**config.mk**
```make
export PLATFORM = sky130hd
export DESIGN_NAME = mdh_top
export DESIGN_NICKNAME = d
export VERILOG_FILES = /design/src/mdh_pkg.sv /design/src/mdh_crc16.sv /design/src/mdh_top.sv
export VERILOG_INCLUDE_DIRS = /design/src /design/src/src
export SDC_FILE = /design/constraint.sdc
export NUM_CORES = 1
export LEC_CHECK = 0
export ABC_AREA = 1
export BUFFER_PORTS_ARGS = -buffer_cell sky130_fd_sc_hd__buf_2
export CAP_MARGIN = 20
export CORE_MARGIN = 2
export CORE_UTILIZATION = 35
export CTS_CLUSTER_DIAMETER = 50
export DETAILED_ROUTE_END_ITERATION = 16
export MAX_ROUTING_LAYER = met4
export SLEW_MARGIN = 20
export SYNTH_ARGS = -nofsm -noshare
export SYNTH_HDL_FRONTEND = slang
export SYNTH_SLANG_ARGS = --single-unit
```
**constraint.sdc**
```tcl
create_clock -name ref_clk -period 4.88 [get_ports ref_clk]
set_input_delay 1.464 -clock ref_clk [delete_from_list [all_inputs] [get_ports ref_clk]]
set_output_delay 1.464 -clock ref_clk [all_outputs]
set_load 0.005 [all_outputs]
```
**src/mdh_consts.svh**
```systemverilog
// constants for the modbus drive home and error monitor
// assumes a 50 MHz ref_clk and a byte-level modbus rtu framer outside
`ifndef MDH_CONSTS_SVH
`define MDH_CONSTS_SVH
`define MDH_CLK_HZ           50000000
`define MDH_REG_CMD          16'h007d
`define MDH_HOME_BIT         4
`define MDH_CMD_RST          16'h0000
`define MDH_FC_WRITE1        8'h06
`define MDH_FC_READ          8'h03
`define MDH_REG_ERRHIST      16'h0080
`define MDH_EX_ILL_FUNC      8'h01
`define MDH_EX_ILL_ADDR      8'h02
`define MDH_EX_ILL_VALUE     8'h03
`define MDH_EX_BUSY          8'h04
`define MDH_EC_TXERR         8'h84
`define MDH_EC_TIMEOUT       8'h85
`define MDH_EC_UNDEF         8'h88
`define MDH_EC_UIF           8'h89
`define MDH_EC_NVM           8'h8a
`define MDH_EC_RANGE         8'h8c
`define MDH_EC_EXDIS         8'h8d
`define MDH_BAUD_BAD_MIN     4'h8
`define MDH_CRC_INIT         16'hffff
`define MDH_CRC_POLY         16'ha001
`define MDH_SILENT_US        175
`define MDH_TB5_US           100
`define MDH_TB2_US           100
`define MDH_ACT_MS           4
`define MDH_CFG_MS           1000
`define MDH_TIMEOUT_MS       1000
`define MDH_ERR_ALARM_CNT    3
`define MDH_HIST_DEPTH       10
`endif

```
**src/mdh_pkg.sv**
```systemverilog
// types for the modbus drive home and error monitor
// constants live in mdh_consts.svh
package mdh_pkg;
   typedef struct packed {
      logic       valid;
      logic       sof;
      logic       eof;
      logic [7:0] data;
   } mdh_byte_t;
   typedef enum {ST_IDLE, ST_RX, ST_WAIT, ST_TX, ST_CFG} mdh_state_t;
   typedef struct packed {
      logic alarm;
      logic warning;
      logic baud_err;
      logic timeout;
   } mdh_status_t;
endpackage

```
**src/mdh_crc16.sv**
```systemverilog
// byte-serial crc-16 step for modbus rtu framing
// assumes one byte per call cycle, reflected polynomial
`timescale 1ns/10ps
`default_nettype none
`include "mdh_consts.svh"
module mdh_crc16 (
   input  wire logic [15:0] crc_in,
   input  wire logic [7:0]  data,
   output logic      [15:0] crc_out
);
   logic [15:0] c;
   always_comb begin
      c = crc_in ^ {8'h00, data};
      for (int i = 0; i < 8; i++) begin
         c = c[0] ? ((c >> 1) ^ `MDH_CRC_POLY) : (c >> 1);
      end
      crc_out = c;
   end
endmodule
`default_nettype wire

```
**src/mdh_top.sv**
```systemverilog
// modbus rtu server: command register, error history, alarm/warning logic
// assumes a uart framer outside delivering bytes with sof/eof and taking tx bytes
`timescale 1ns/10ps
`default_nettype none
`include "mdh_consts.svh"
module mdh_top #(
   parameter int unsigned TIMEOUT_CYC = `MDH_TIMEOUT_MS * (`MDH_CLK_HZ / 1000),
   parameter int unsigned CFG_CYC     = `MDH_CFG_MS * (`MDH_CLK_HZ / 1000),
   parameter int unsigned ALARM_CNT   = `MDH_ERR_ALARM_CNT,
   parameter int unsigned HIST_DEPTH  = `MDH_HIST_DEPTH
) (
   input  wire logic             ref_clk,
   input  wire logic             rst_n,
   input  wire logic [7:0]       server_addr,
   input  wire logic [3:0]       baud_select_switch,
   input  wire mdh_pkg::mdh_byte_t rx_byte,
   input  wire logic             rx_error,
   input  wire logic             uif_active,
   input  wire logic             nvm_busy,
   input  wire logic             motor_busy,
   input  wire logic             stop_decel_mode,
   output mdh_pkg::mdh_byte_t    tx_byte,
   input  wire logic             tx_ready,
   output logic [15:0]           drive_input_command,
   output logic                  home_start,
   output logic                  motor_stop,
   output logic                  stop_immediate,
   output logic                  cfg_busy,
   output logic                  alarm_out,
   output logic                  warning_out,
   output logic                  alarm_led,
   output mdh_pkg::mdh_status_t  status,
   output logic [7:0]            last_error_code
);
   import mdh_pkg::*;
   localparam int unsigned CPU = `MDH_CLK_HZ / 1000000;
   localparam int unsigned SIL_CYC = `MDH_SILENT_US * CPU;
   localparam int unsigned RSP_CYC = (`MDH_SILENT_US + `MDH_TB5_US + `MDH_TB2_US) * CPU;
   localparam int unsigned ACT_CYC = SIL_CYC + `MDH_ACT_MS * (`MDH_CLK_HZ / 1000);
   localparam int unsigned BLINK_CYC = `MDH_CLK_HZ / 4;
   localparam int unsigned HW = $clog2(HIST_DEPTH);
   if (ALARM_CNT < 1 || ALARM_CNT > 255 || HIST_DEPTH < 2 || CFG_CYC < 1) begin
      $error("mdh_top: bad parameter");
   end

   typedef struct packed {
      mdh_state_t  st;
      logic [0:7][7:0] rx;
      logic [3:0]  n;
      logic [0:7][7:0] tx;
      logic [3:0]  tn;
      logic [3:0]  ti;
      logic [31:0] tmr;
      logic [31:0] idle;
      logic [31:0] blink;
      logic [7:0]  consec;
      logic [15:0] cmd;
      logic        home;
      logic        warn;
      logic        alarm;
      logic        tmo;
      logic        stop;
      logic [0:HIST_DEPTH-1][7:0] hist;
      logic [HW-1:0] hp;
      logic [7:0]  last;
      logic        led;
      mdh_byte_t   txb;
   } st_t;
   st_t s_r, s_nxt;

   logic [15:0] crc_q, crc_rx, crc_tx;
   logic [15:0] crc_acc_r, crc_acc_nxt;
   logic [15:0] tcrc_r, tcrc_nxt;
   logic [15:0] crc_seed;
   logic [HW-1:0] newest;
   logic [7:0]  tdata;
   logic        baud_bad;
   logic [7:0]  exc;
   logic [15:0] wval, waddr;

   // seed restarts on sof so the tail of an earlier frame never leaks in
   assign crc_seed = rx_byte.sof ? `MDH_CRC_INIT : crc_acc_r;
   mdh_crc16 u_crc_rx (.crc_in(crc_seed), .data(rx_byte.data), .crc_out(crc_rx));
   mdh_crc16 u_crc_tx (.crc_in(tcrc_r), .data(tdata), .crc_out(crc_tx));

   assign baud_bad = (baud_select_switch >= `MDH_BAUD_BAD_MIN);
   assign waddr = {s_r.rx[2], s_r.rx[3]};
   assign wval  = {s_r.rx[4], s_r.rx[5]};
   assign tdata = s_r.tx[s_r.ti[2:0]];
   assign crc_q = crc_acc_r;
   assign newest = (s_r.hp == '0) ? HW'(HIST_DEPTH - 1) : s_r.hp - HW'(1);

   // exception choice for a well-formed frame
   always_comb begin
      exc = 8'h00;
      if (s_r.rx[1] != `MDH_FC_WRITE1 && s_r.rx[1] != `MDH_FC_READ)
         exc = `MDH_EX_ILL_FUNC;
      else if (waddr != `MDH_REG_CMD && waddr != `MDH_REG_ERRHIST)
         exc = `MDH_EX_ILL_ADDR;
      else if (s_r.rx[1] == `MDH_FC_WRITE1 && waddr != `MDH_REG_CMD)
         exc = `MDH_EX_ILL_ADDR;
      // value check precedes busy, so a range error wins
      else if (s_r.rx[1] == `MDH_FC_WRITE1 && wval[15:8] != 8'h00)
         exc = `MDH_EX_ILL_VALUE;
      else if (s_r.rx[1] == `MDH_FC_WRITE1 && (uif_active || nvm_busy || motor_busy))
         exc = `MDH_EX_BUSY;
   end

   always_comb begin
      s_nxt = s_r;
      crc_acc_nxt = crc_acc_r;
      tcrc_nxt = tcrc_r;
      s_nxt.txb = '0;
      s_nxt.home = 1'b0;
      s_nxt.stop = 1'b0;
      // timeout alarm is sticky; only reset clears it
      if (s_r.idle < TIMEOUT_CYC) s_nxt.idle = s_r.idle + 32'd1;
      else if (!s_r.tmo) begin
         s_nxt.tmo = 1'b1;
         s_nxt.alarm = 1'b1;
         s_nxt.hist[s_r.hp] = `MDH_EC_TIMEOUT;
         s_nxt.hp = (s_r.hp == HW'(HIST_DEPTH-1)) ? '0 : s_r.hp + HW'(1);
         s_nxt.last = `MDH_EC_TIMEOUT;
      end
      // blink period far longer than any short test run
      if (s_r.alarm || baud_bad) begin
         s_nxt.blink = (s_r.blink >= BLINK_CYC - 1) ? 32'd0 : s_r.blink + 32'd1;
         if (s_r.blink >= BLINK_CYC - 1) s_nxt.led = ~s_r.led;
      end else begin
         s_nxt.led = 1'b0;
         s_nxt.blink = 32'd0;
      end
      // errors during our own reply are the line echo, not the client
      if (rx_error && s_r.st != ST_TX) begin
         s_nxt.hist[s_r.hp] = `MDH_EC_TXERR;
         s_nxt.hp = (s_r.hp == HW'(HIST_DEPTH-1)) ? '0 : s_r.hp + HW'(1);
         s_nxt.last = `MDH_EC_TXERR;
         s_nxt.warn = 1'b1;
         s_nxt.consec = (s_r.consec == 8'hff) ? s_r.consec : s_r.consec + 8'd1;
         if (32'(s_r.consec) + 32'd1 >= ALARM_CNT) s_nxt.alarm = 1'b1;
         s_nxt.st = ST_IDLE;
         s_nxt.n = '0;
      end else begin
         case (s_r.st)
            ST_IDLE, ST_RX: begin
               if (rx_byte.valid) begin
                  if (rx_byte.sof) begin
                     s_nxt.n = 4'd1;
                     s_nxt.rx[0] = rx_byte.data;
                     crc_acc_nxt = `MDH_CRC_INIT;
                  end else if (s_r.n < 4'd8) begin
                     s_nxt.rx[s_r.n[2:0]] = rx_byte.data;
                     s_nxt.n = s_r.n + 4'd1;
                  end
                  if (rx_byte.sof) crc_acc_nxt = crc_rx ^ 16'h0000;
                  s_nxt.st = ST_RX;
                  s_nxt.idle = 32'd0;
               end
               if (rx_byte.valid && !rx_byte.sof && s_r.n < 4'd6) crc_acc_nxt = crc_rx;
               if (s_r.st == ST_RX && rx_byte.valid && rx_byte.eof) begin
                  s_nxt.st = ST_IDLE;
                  // crc low then high must match bytes 0..5
                  if (s_r.n == 4'd7 && {rx_byte.data, s_r.rx[6]} == crc_q) begin
                     s_nxt.warn = 1'b0;
                     s_nxt.consec = 8'd0;
                     if (s_r.rx[0] == server_addr) begin
                        s_nxt.st = ST_WAIT;
                        s_nxt.tmr = 32'd0;
                     end
                  end
               end
            end
            ST_WAIT: begin
               // reply and operation both counted from the eof edge
               s_nxt.tmr = s_r.tmr + 32'd1;
               if (s_r.tmr == 32'(RSP_CYC - 1)) begin
                  s_nxt.tx[0] = s_r.rx[0];
                  s_nxt.ti = '0;
                  tcrc_nxt = `MDH_CRC_INIT;
                  s_nxt.st = ST_TX;
                  if (exc != 8'h00) begin
                     s_nxt.tx[1] = s_r.rx[1] | 8'h80;
                     s_nxt.tx[2] = exc;
                     s_nxt.tn = 4'd3;
                     s_nxt.last = (exc == `MDH_EX_ILL_VALUE) ? `MDH_EC_RANGE :
                                  (exc != `MDH_EX_BUSY) ? `MDH_EC_UNDEF :
                                  uif_active ? `MDH_EC_UIF :
                                  nvm_busy ? `MDH_EC_NVM : `MDH_EC_EXDIS;
                     s_nxt.hist[s_r.hp] = s_nxt.last;
                     s_nxt.hp = (s_r.hp == HW'(HIST_DEPTH-1)) ? '0 : s_r.hp + HW'(1);
                  end else if (s_r.rx[1] == `MDH_FC_READ) begin
                     s_nxt.tx[1] = `MDH_FC_READ;
                     s_nxt.tx[2] = 8'd2;
                     s_nxt.tx[3] = 8'h00;
                     s_nxt.tx[4] = (waddr == `MDH_REG_CMD) ? s_r.cmd[7:0] :
                                   s_r.hist[newest];
                     s_nxt.tn = 4'd5;
                  end else begin
                     for (int i = 1; i < 6; i++) s_nxt.tx[i] = s_r.rx[i];
                     s_nxt.tn = 4'd6;
                  end
               end
               // operation takes effect before the reply, well inside the act window
               if (s_r.tmr == 32'(SIL_CYC) && exc == 8'h00 && s_r.rx[1] == `MDH_FC_WRITE1) begin
                  s_nxt.cmd = wval;
                  if (wval[`MDH_HOME_BIT] && !s_r.cmd[`MDH_HOME_BIT] && !s_r.alarm)
                     s_nxt.home = 1'b1;
                  if (s_r.cmd != 16'h0000 && wval == 16'h0000) s_nxt.stop = 1'b1;
               end
            end
            ST_TX: begin
               // one byte per ready cycle, crc low byte first
               if (tx_ready) begin
                  s_nxt.txb.valid = 1'b1;
                  s_nxt.txb.sof = (s_r.ti == 4'd0);
                  if (s_r.ti < s_r.tn) begin
                     s_nxt.txb.data = tdata;
                     tcrc_nxt = crc_tx;
                  end else if (s_r.ti == s_r.tn) s_nxt.txb.data = tcrc_r[7:0];
                  else begin
                     s_nxt.txb.data = tcrc_r[15:8];
                     s_nxt.txb.eof = 1'b1;
                  end
                  s_nxt.ti = s_r.ti + 4'd1;
                  if (s_r.ti == s_r.tn + 4'd1) begin
                     s_nxt.st = (s_r.rx[1] == `MDH_FC_WRITE1 && exc == 8'h00) ?
                                ST_CFG : ST_IDLE;
                     s_nxt.tmr = 32'd0;
                  end
               end
            end
            ST_CFG: begin
               // queries during this window are not accepted
               s_nxt.tmr = s_r.tmr + 32'd1;
               if (s_r.tmr >= 32'(CFG_CYC - 1)) s_nxt.st = ST_IDLE;
            end
            default: s_nxt.st = ST_IDLE;
         endcase
      end
   end

   // asynchronous clear; history and warnings are lost with power
   always_ff @(posedge ref_clk or negedge rst_n) begin
      if (!rst_n) begin
         s_r <= '0;
         s_r.cmd <= `MDH_CMD_RST;
         crc_acc_r <= `MDH_CRC_INIT;
         tcrc_r <= `MDH_CRC_INIT;
      end else begin
         s_r <= s_nxt;
         crc_acc_r <= crc_acc_nxt;
         tcrc_r <= tcrc_nxt;
      end
   end

   assign tx_byte = s_r.txb;
   assign drive_input_command = s_r.cmd;
   assign home_start = s_r.home;
   // alarm stop is always immediate; decel choice only for commanded stops
   assign motor_stop = s_r.alarm | s_r.stop;
   assign stop_immediate = s_r.alarm | (s_r.stop & stop_decel_mode);
   assign cfg_busy = (s_r.st == ST_CFG);
   // high means healthy, so a dead line reads as alarm
   assign alarm_out = ~(s_r.alarm | baud_bad);
   assign warning_out = s_r.warn;
   assign alarm_led = s_r.led;
   assign status = '{alarm: s_r.alarm, warning: s_r.warn, baud_err: baud_bad, timeout: s_r.tmo};
   assign last_error_code = s_r.last;
endmodule
`default_nettype wire

```
==> results of run 1 <==
layer usage:
metal / routed length, µm / vias up / share of wire / global-route usage
li1: - / 8401 / - / -
met1: 24700 / 8164 / 0.47 / 0.248
met2: 24500 / 389 / 0.46 / 0.290
met3: 2190 / 99 / 0.041 / 0.0262
met4: 1600 / 0 / 0.030 / 0.0633
met5: 0 / - / 0 / -
kinds of logic after synthesis:
family	Yosys count	share of synthesized area
adders and majority gates	14	0.00868
xor gates and xnor gates	72	0.0312
buffers and inverters	478	0.0994
and+or+nand+nor	1178	0.260
DFF	379	0.472
other	1	0.000186
AOI/OAI and AO/OA	456	0.129
per-stage QoR:
| step | hold WS (ns) | total power, mW | cells |
|---|---|---|---|
| CTS | 0.464 | 10.0 | 3422 |
| detailed placement | 0.447 | 6.33 | 3332 |
| global placement | 0.437 | 6.27 | 3332 |
| floorplan | 0.422 | 5.68 | 2585 |
| global route | 0.475 | 10.5 | 3422 |
| finish | 0.460 | 9.92 | 3422 |
Yosys cell counts, types with 16 or more instances:
| cell | number | area (µm²) |
|---|---|---|
| or2_2 | 25 | 156 |
| dfrtp_1 | 347 | 8680 |
| nand3b_1 | 16 | 120 |
| nand3_1 | 147 | 736 |
| o21ai_0 | 258 | 1290 |
| a21oi_1 | 64 | 320 |
| buf_2 | 20 | 100 |
| nor3_1 | 69 | 345 |
| nor4_1 | 27 | 169 |
| clkbuf_1 | 41 | 154 |
| a211oi_1 | 16 | 120 |
| buf_4 | 43 | 323 |
| dfstp_2 | 32 | 841 |
| nand2_1 | 529 | 1990 |
| nand4_1 | 37 | 231 |
| xnor2_1 | 17 | 149 |
| o211ai_1 | 32 | 240 |
| inv_1 | 347 | 1300 |
| xor2_1 | 55 | 482 |
| nor2_1 | 279 | 1050 |
power groups by stage:
stage | logic, mW | registers [mW] | clock network, mW
6_report | 2.27 | 4.02 | 3.63
5_1_grt | 2.60 | 4.08 | 3.86
4_1_cts | 2.28 | 4.01 | 3.72
3_5_place_dp | 2.26 | 4.06 | 0
3_3_place_gp | 2.22 | 4.05 | 0
2_1_floorplan | 1.74 | 3.94 | 0
worst paths after layout:
kind / start / to / cells after the start
worst min-delay path: s_r[133]$_DFF_PN0_ / s_r[133]$_DFF_PN0_ / 1
worst max-delay path: baud_select_switch[3] / alarm_out / 3
max in group asynchronous: rst_n / s_r[152]$_DFF_PN0_ / 2
worst min register to register: s_r[133]$_DFF_PN0_ / s_r[133]$_DFF_PN0_ / 1
worst max register to register: s_r[229]$_DFFE_PN0P_ / tcrc_r[13]$_DFFE_PN1P_ / 14
min in group asynchronous: rst_n / s_r[193]$_DFF_PN0_ / 1
flip-flops by register name, indices dropped and copies added, names as in the netlist:
signal               cells
warning_out              1
last_error_code          8
tcrc_r                  16
alarm_led                1
status                   2
crc_acc_r               16
tx_byte                 11
drive_input_command     16
s_r                    307
home_start               1
layout make-up:
type / instances / area (µm²)
fill: 5734 / 34600
clock inverter: 27 / 282
clock buffer: 63 / 1360
multi-input combinational: 1728 / 8690
tap: 765 / 957
inverter: 367 / 1380
sequential: 379 / 9520
timing repair buffer: 93 / 576
critical path, stage by stage:
cell    delay [ns]
buf_2         0.10
nor2_1        0.18
buf_2         0.16
cells in the final DEF (no fill, tap or decap), types with 17 or more instances in the layout:
master,Yosys,layout
a21oi_1,64,64
buf_2,20,72
clkbuf_16,0,49
dfrtp_1,347,347
dfstp_2,32,32
inv_1,347,347
nand2_1,529,528
nand3_1,147,147
nand4_1,37,37
nor2_1,279,279
nor3_1,69,68
nor4_1,27,27
o211ai_1,32,32
o21ai_0,258,258
or2_2,25,25
xnor2_1,17,17
xor2_1,55,55
==> flow_metrics.tcl, run 1 <==
set metrics [dict create \
    cp-start-kind "input port" \
    cts-hold-fix-buffers 0 \
    grt_first_pass_wirelength_um 87400 \
    yosys_warnings 0 \
    period_minus_slack_ns 3.37 \
    p_comb_frac 0.229 \
    grt-ovfl-total 0 \
    ys_types 61 \
    utilization 0.397 \
    avgSynthCellArea_um2 7.83 \
    grt_pass1_vias 16656 \
    antenna_found_initial 0 \
    vdd_drop_max_mv 0.305 \
    syn_to_final_growth_pct 12.8 \
    slew_viol_final 0 \
    wl_um 53000 \
    outcome "finished clean" \
    worst_slack_ns 1.51 \
    hold_viol 0 \
    maxCapViolCount 0 \
    cts_resized 0 \
    arrival_ns 1.90 \
    power_leakage_nw 10.4 \
    p_sw_mw 3.33 \
    crit_type "in2out" \
    p_per_area_nw_per_um2 436 \
    numCtsBuffers 48 \
    hpwl_um 37300 \
    vias 17053 \
    hp-class "reg2reg" \
    netlist_area_um2 20200 \
    cts_tree "yes" \
    fmax_ghz 0.297 \
    clock_latency_ns 0.59 \
    htreeDepth 2 \
    worstMarginPinSlew_ns 1.02 \
    die_h_um 244 \
    synth_top_flop_cell "dfrtp_1" \
    ant_nets 0 \
    cts.sinks 379 \
    worstPathRequired_ns 3.42 \
    postCtsSetupBuffers 0 \
    end_kind "output pin" \
    cts.clk_slew.worst_paths_ns 0.06 \
    final_area_um2 22800 \
    intPower_mw 6.59 \
    diodes 0 \
    start_util 0.352 \
    ios 77 \
    via_per_inst 4.98 \
    finalClockSkew_ns 0.0221 \
    drc 0 \
    r2r_setup_slack_ns 1.67 \
    dpl-instance-area_um2 21100 \
    setup_violations 0 \
    core_um2 57400 \
    clockRootBuffer "clkbuf_16" \
    die_x_um 244 \
    firstDrtPassIters 6 \
    slew_headroom 0.319 \
    grt_max_degree 108 \
    yosysSeqAreaShare 0.472 \
    postSynthCellCount 2578 \
    layout-drive-gt1-share 0.113 \
    drt_iter0_drc 1350 \
    ys_ff_latch 379 \
    finalSetupTns_ns 0 \
    fin_crit_sh 0.690 \
    postSynth.asyncResetShare 1.00 \
    sw_frac_of_total 0.336 \
    place_ws_ns 1.03 \
    seq_power_share 0.405 \
    routedWlPerCell_um 15.5 \
    clk_path_buf_depth 3 \
    cp_max_fo 3 \
    power_frac_clock 0.366 \
    rows 88 \
    portBuffers 73 \
    rsz0062_at_grt "false" \
    fin_nets 2662 \
    synth-edff-count 0 \
    gp_congestion 0.882 \
    dieArea_um2 59600 \
    track_usage 0.186 \
]
Power figures use the tool's default switching activity.
==> run 2: changes to the inputs <==
- ABC_AREA: 1 -> 0
- clock period: 4.88 -> 2.77 ns (I/O delays scaled with it)
==> run 2 against run 1 <==
  * Synthesized cell count shrank 30%
  * Sequential power grew 57%
  * Worst hold slack lost 0.24 ns
  * Non-clock buffer count grew 187
==> flow_metrics.tcl, run 2 <==
set metrics [dict create \
    htreeDepth 2 \
    finalClockSkew_ns 0.0243 \
    postSynthCellCount 1809 \
    finalSetupTns_ns 0 \
    slew_viol_final 0 \
    utilization 0.431 \
    fin_crit_sh 0.984 \
    syn_to_final_growth_pct 22.4 \
    regMostFlops "s_r" \
    synth_top_area_frac 0.461 \
    cts.clk_slew.worst_paths_ns 0.06 \
    slowest_stage "mux4_2" \
    outcome "finished clean" \
    dieArea_um2 55700 \
    synth_top_flop_cell "dfrtp_1" \
    drt_iter0_drc 834 \
    gp_congestion 0.839 \
    end_kind "flip-flop" \
    postSynth.asyncResetShare 1.00 \
    ant_nets 0 \
    vdd_drop_max_mv 0.411 \
    drc 0 \
    ys_ff_latch 379 \
    cts-hold-fix-buffers 0 \
    synth.top_cells.by_area "dfrtp_1 (46%), mux2_2 (5.3%), dfstp_2 (4.5%)" \
    start_util 0.352 \
    rows 85 \
    via_per_inst 5.16 \
    synth-edff-count 0 \
    worstMarginPinSlew_ns 0.858 \
    rsz0062_at_grt "true" \
    avgSynthCellArea_um2 10.4 \
    worstPathRequired_ns 3.28 \
    grt-ovfl-total 0 \
    numCtsBuffers 49 \
    final_cell_mix "dfrtp_1 (345), buf_4 (190), nand2_1 (179)" \
    hp-class "in2async" \
    maxCapViolCount 0 \
    synth_fa_ha_area_frac 0.00929 \
    largest_register_ffs 307 \
    hpwl_um 34300 \
    layout-drive-gt1-share 0.276 \
    clock_latency_ns 0.59 \
    die_x_um 236 \
    routedWlPerCell_um 17.5 \
    cp_num_buf_inv 1 \
    synthTopCellsByCount "dfrtp_1 (347), nand2_1 (183), nor2_1 (162)" \
    cts_tree "yes" \
    yosys_warnings 0 \
    crit_family "XOR/XNOR gates" \
    worst_slack_ns 0.0434 \
    grt_pass1_vias 14282 \
    firstDrtPassIters 6 \
    ys_types 88 \
    hold_viol 0 \
    clk_path_buf_depth 3 \
    vias 14244 \
    synth_top_area_cell "dfrtp_1" \
    synthMuxAreaShare 0.0944 \
    p_per_area_nw_per_um2 689 \
    cp_max_fo 6 \
    period_minus_slack_ns 2.73 \
    dp_cells 2644 \
    fmax_ghz 0.367 \
    clockRootBuffer "clkbuf_16" \
    crit_type "reg2reg" \
    ios 77 \
    place_ws_ns -0.448 \
    power_leakage_nw 10.4 \
    yosysMostFrequentCell "dfrtp_1" \
    synth_xor_area_frac 0.0633 \
    track_usage 0.180 \
    synth-compound-area-share 0.104 \
    arrival_ns 3.23 \
    cts.sinks 379 \
    cp-start-kind "flip-flop" \
    synthSimpleGateAreaFrac 0.182 \
    worst_path_largest_cell_delay_ns 0.55 \
    portBuffers 73 \
    setup_violations 0 \
    grt_first_pass_wirelength_um 78600 \
    grt_max_degree 63 \
    fin_nets 2069 \
    worstPathCellList "buf_12, mux4_2, a21oi_4, xor2_2, xnor3_2, xnor3_2, xnor2_1, a21oi_1" \
    antenna_found_initial 1 \
    netlist_area_um2 18900 \
    yosysSeqAreaShare 0.505 \
    die_h_um 236 \
    final_common_cell "dfrtp_1" \
    core_um2 53500 \
    wl_um 48400 \
    crit_top_cell "xnor3_2" \
    final_cells 2762 \
    slew_headroom 0.423 \
    synth_top_family_by_area "simple AND/OR/NAND/NOR gates" \
]
==> run 2: cell types whose count changed after synthesis, moves of 42 or more <==
cell | before | now
and2_1 | 0 | 42
inv_1 | 347 | 27
mux2_2 | 0 | 89
nand2_1 | 529 | 183
nand3_1 | 147 | 50
nor2_1 | 279 | 162
o21ai_0 | 258 | 110
xnor2_1 | 17 | 81
==> run 2: final timing paths <==
| check | cells past startpoint | startpoint | slack [ns] | endpoint |
|---|---|---|---|---|
| worst max-delay path | 8 | s_r[229]$_DFFE_PN0P_ | 0.04 | tcrc_r[0]$_DFFE_PN1P_ |
| worst max register to register | 8 | s_r[229]$_DFFE_PN0P_ | 0.04 | tcrc_r[0]$_DFFE_PN1P_ |
| max in group asynchronous | 2 | rst_n | 1.78 | s_r[63]$_DFF_PN0_ |
| worst min-delay path | 1 | rst_n | 0.22 | s_r[139]$_DFF_PN0_ |
| min in group ref_clk | 1 | s_r[55]$_DFF_PN0_ | 0.46 | s_r[55]$_DFF_PN0_ |
| worst min register to register | 1 | s_r[55]$_DFF_PN0_ | 0.46 | s_r[55]$_DFF_PN0_ |
==> run 2: routing by layer <==
metal / global-route usage / wire length, µm
met5: - / 0
met3: 0.0385 / 2590
met1: 0.245 / 22600
met2: 0.274 / 22200
met4: 0.0456 / 1000
==> run 2: cell type report <==
| class | count | area, µm² |
|---|---|---|
| inverters | 27 | 101 |
| flip-flops and latches | 379 | 9530 |
| fillers | 5064 | 30400 |
| multi-input cells | 1287 | 8730 |
| clock buffers | 65 | 1360 |
| repair buffers | 280 | 2120 |
| diodes | 1 | 2.50 |
| clock inverters | 27 | 365 |
| well taps | 696 | 871 |
==> run 2: cells by family after synthesis <==
group | count (synthesis)
other cells | 1
compound gates | 321
mux | 139
simple gates | 678
xor+xnor | 127
flops | 379
fa+ha+maj | 14
buf+inv | 150
==> run 2: repair_timing <==
item,in CTS,in global routing
setup endpoints to repair,43,77
gates resized for setup,11,26
setup buffers,7,16
hold endpoints to repair,0,0
cloned,1,1
pin swaps,8,19
==> run 2: per-stage QoR <==
stage | cell area (µm²) | hold WS, ns | total power [mW]
3_5_place_dp | 21000 | 0.447 | 9.23
6_report | 23100 | 0.216 | 15.9
4_1_cts | 22800 | 0.214 | 16.0
5_1_grt | 23100 | 0.239 | 16.6
3_3_place_gp | 21000 | 0.447 | 9.15
2_1_floorplan | 18900 | 0.429 | 8.22
==> run 2: report_power, final <==
group	internal, mW	switching [mW]
Combinational	1.27	1.59
Clock	4.15	2.56
Sequential	6.00	0.315
Total	11.4	4.47
==> run 3: changes to the inputs <==
==> constraint.sdc (replaced) <==
create_clock -name ref_clk -period 2.77 [get_ports ref_clk]
set_input_delay 0.1385 -clock ref_clk [delete_from_list [all_inputs] [get_ports ref_clk]]
set_output_delay 0.1385 -clock ref_clk [all_outputs]
set_load 0.005 [all_outputs]
==> run 3 against run 2 <==
  * The run now ends with setup timing left
  * Cell count is 1.7% lower
  * Maximum frequency down 1.7%
  * Critical path type unchanged
  * Critical path depth grew 2
  * Critical endpoint is now s_r[228]$_DFFE_PN0P_
  * Count of clock-buffer cells in the layout decreased by 4
  * First-iteration DRC count increased by 10%
  * Cell area shrank 1.5%
  * Core utilization is 0.65 points lower
  * Non-clock buffer count is 42 lower
  * Clock power decreased by 3.7%
  * Power down 1.5%
==> flow_metrics.tcl, run 3 (same netlist as run 2, synthesis figures left out) <==
set metrics [dict create \
    drt_iter0_drc 921 \
    hpwl_um 33700 \
    end_kind "flip-flop" \
    portBuffers 73 \
    cp_num_buf_inv 2 \
    worst_slack_ns -0.00340 \
    p_sw_mw 4.41 \
    final_cells 2715 \
    finalSetupTns_ns -0.00340 \
    intPower_mw 11.2 \
    drc 0 \
    place_ws_ns -0.0351 \
    final_common_cell "dfrtp_1" \
    wl_um 47900 \
    start_util 0.352 \
    die_h_um 236 \
    layout-drive-gt1-share 0.263 \
    multi_input_area_um2 8830 \
    hold_ws_ns 0.0269 \
    p_per_area_nw_per_um2 689 \
    grt_max_degree 77 \
    grt-ovfl-total 0 \
    rows 85 \
    ios 77 \
    period_minus_slack_ns 2.77 \
    firstDrtPassIters 5 \
    grt_first_pass_wirelength_um 77300 \
    clockRootBuffer "clkbuf_16" \
    die_x_um 236 \
    vdd_drop_max_mv 0.353 \
    cp-start-kind "flip-flop" \
    via_per_inst 5.19 \
    dieArea_um2 55700 \
    cts.clk_slew.worst_paths_ns 0.06 \
    routedWlPerCell_um 17.7 \
    gp_congestion 0.846 \
    regMostFlops "s_r" \
    seq_area_um2 9530 \
    worstPathCellList "xnor2_2, nand4_1, nor4_2, buf_4, a311o_2, buf_4, nand4_1, or2_4, or4_1, a21oi_1" \
    slew_viol_final 0 \
    fin_crit_sh 1.00 \
    grt_pass1_vias 14137 \
    syn_to_final_growth_pct 20.5 \
    final_cell_mix "dfrtp_1 (345), nand2_1 (183), nor2_1 (160)" \
    fmax_ghz 0.361 \
    core_um2 53500 \
    seq_power_share 0.405 \
    antenna_found_initial 0 \
    dp_cells 2606 \
    worstPathRequired_ns 3.27 \
    clk_path_buf_depth 3 \
    setup_violations 1 \
    hold_viol 0 \
    rsz0062_at_grt "true" \
    p_comb_frac 0.183 \
    fillers 5059 \
    crit_type "reg2reg" \
    hp-class "in2reg" \
    largest_register_ffs 307 \
    power.total_mw 15.6 \
    cts.sinks 379 \
    clock_latency_ns 0.58 \
    power_frac_clock 0.413 \
    power_leakage_nw 10.1 \
    track_usage 0.178 \
    ant_nets 0 \
    worst_path_largest_cell_delay_ns 0.56 \
    htreeDepth 2 \
    worstMarginPinSlew_ns 0.783 \
    fin_nets 2026 \
    violations "setup timing" \
    cp_max_fo 5 \
    outcome "complete, but fails checks" \
    vias 14091 \
    numCtsBuffers 48 \
    diodes 0 \
    finalClockSkew_ns 0.0150 \
    maxCapViolCount 0 \
    slew_headroom 0.473 \
    cts_tree "yes" \
    sw_frac_of_total 0.282 \
    slowest_stage "dfstp_2" \
    arrival_ns 3.28 \
    crit_family "simple AND/OR/NAND/NOR gates" \
]
[run 3: worst register-to-register path: cells and delay by family (launching register included)]
| family | cells | cell delay, ns |
|---|---|---|
| xor gates and xnor gates | 1 | 0.12 |
| DFF | 1 | 0.56 |
| buffers and inverters | 2 | 0.31 |
| AOI/OAI and AO/OA | 2 | 0.38 |
| and+or+nand+nor | 5 | 1.34 |
[run 3: path summary, 6_finish.rpt]
kind / from / slack, ns / endpoint / cells past startpoint
hold / removal: rx_byte[8] / 0.03 / s_r[369]$_DFFE_PN0P_ / 3
setup / recovery: crc_acc_r[2]$_DFFE_PN1P_ / -0.003 / s_r[228]$_DFFE_PN0P_ / 10
setup reg to reg: crc_acc_r[2]$_DFFE_PN1P_ / -0.003 / s_r[228]$_DFFE_PN0P_ / 10
hold reg to reg: s_r[95]$_DFF_PN0_ / 0.46 / s_r[95]$_DFF_PN0_ / 1
max in group asynchronous: rst_n / 1.76 / tcrc_r[6]$_DFFE_PN1P_ / 3
min in group asynchronous: rst_n / 0.17 / s_r[315]$_DFFE_PN0P_ / 2
[run 3: cell type report]
class	count	area share
Multi-Input combinational cell	1287	0.389
Clock inverter	27	0.0155
Timing Repair Buffer	238	0.0772
Tap cell	696	0.0383
Sequential cell	379	0.419
Clock buffer	61	0.0568
Inverter	27	0.00446
[run 3: what timing repair did]
item | in CTS | in global routing
gates resized for setup | 1 | 45
hold endpoints to repair | 70 | 0
setup endpoints to repair | 3 | 115
hold buffers | 3 | 0
buffers inserted | 0 | 18
pin swaps | 3 | 22
cloned | 0 | 1
[run 3: metal layers]
metal  GRT usage  part of all wire  up-vias
met5           -                 0        -
met4      0.0689             0.033        0
met3      0.0328             0.052      102
met2       0.265              0.45      350
met1       0.240              0.47     6980
li1            -                 -     6659
[run 3: metrics by stage]
stage	area [µm²]	utilization
CTS	22400	0.418
global placement	20700	0.387
finish	22700	0.425
floorplan	18900	-
global route	22700	0.425
detailed placement	20700	0.387
[run 3: power by group through the flow]
stage	logic [mW]	clock network [mW]	registers (mW)
2_1_floorplan	1.88	0	6.33
3_3_place_gp	2.73	0	6.39
3_5_place_dp	2.79	0	6.41
4_1_cts	2.80	6.62	6.32
5_1_grt	3.13	6.86	6.39
6_report	2.86	6.46	6.33
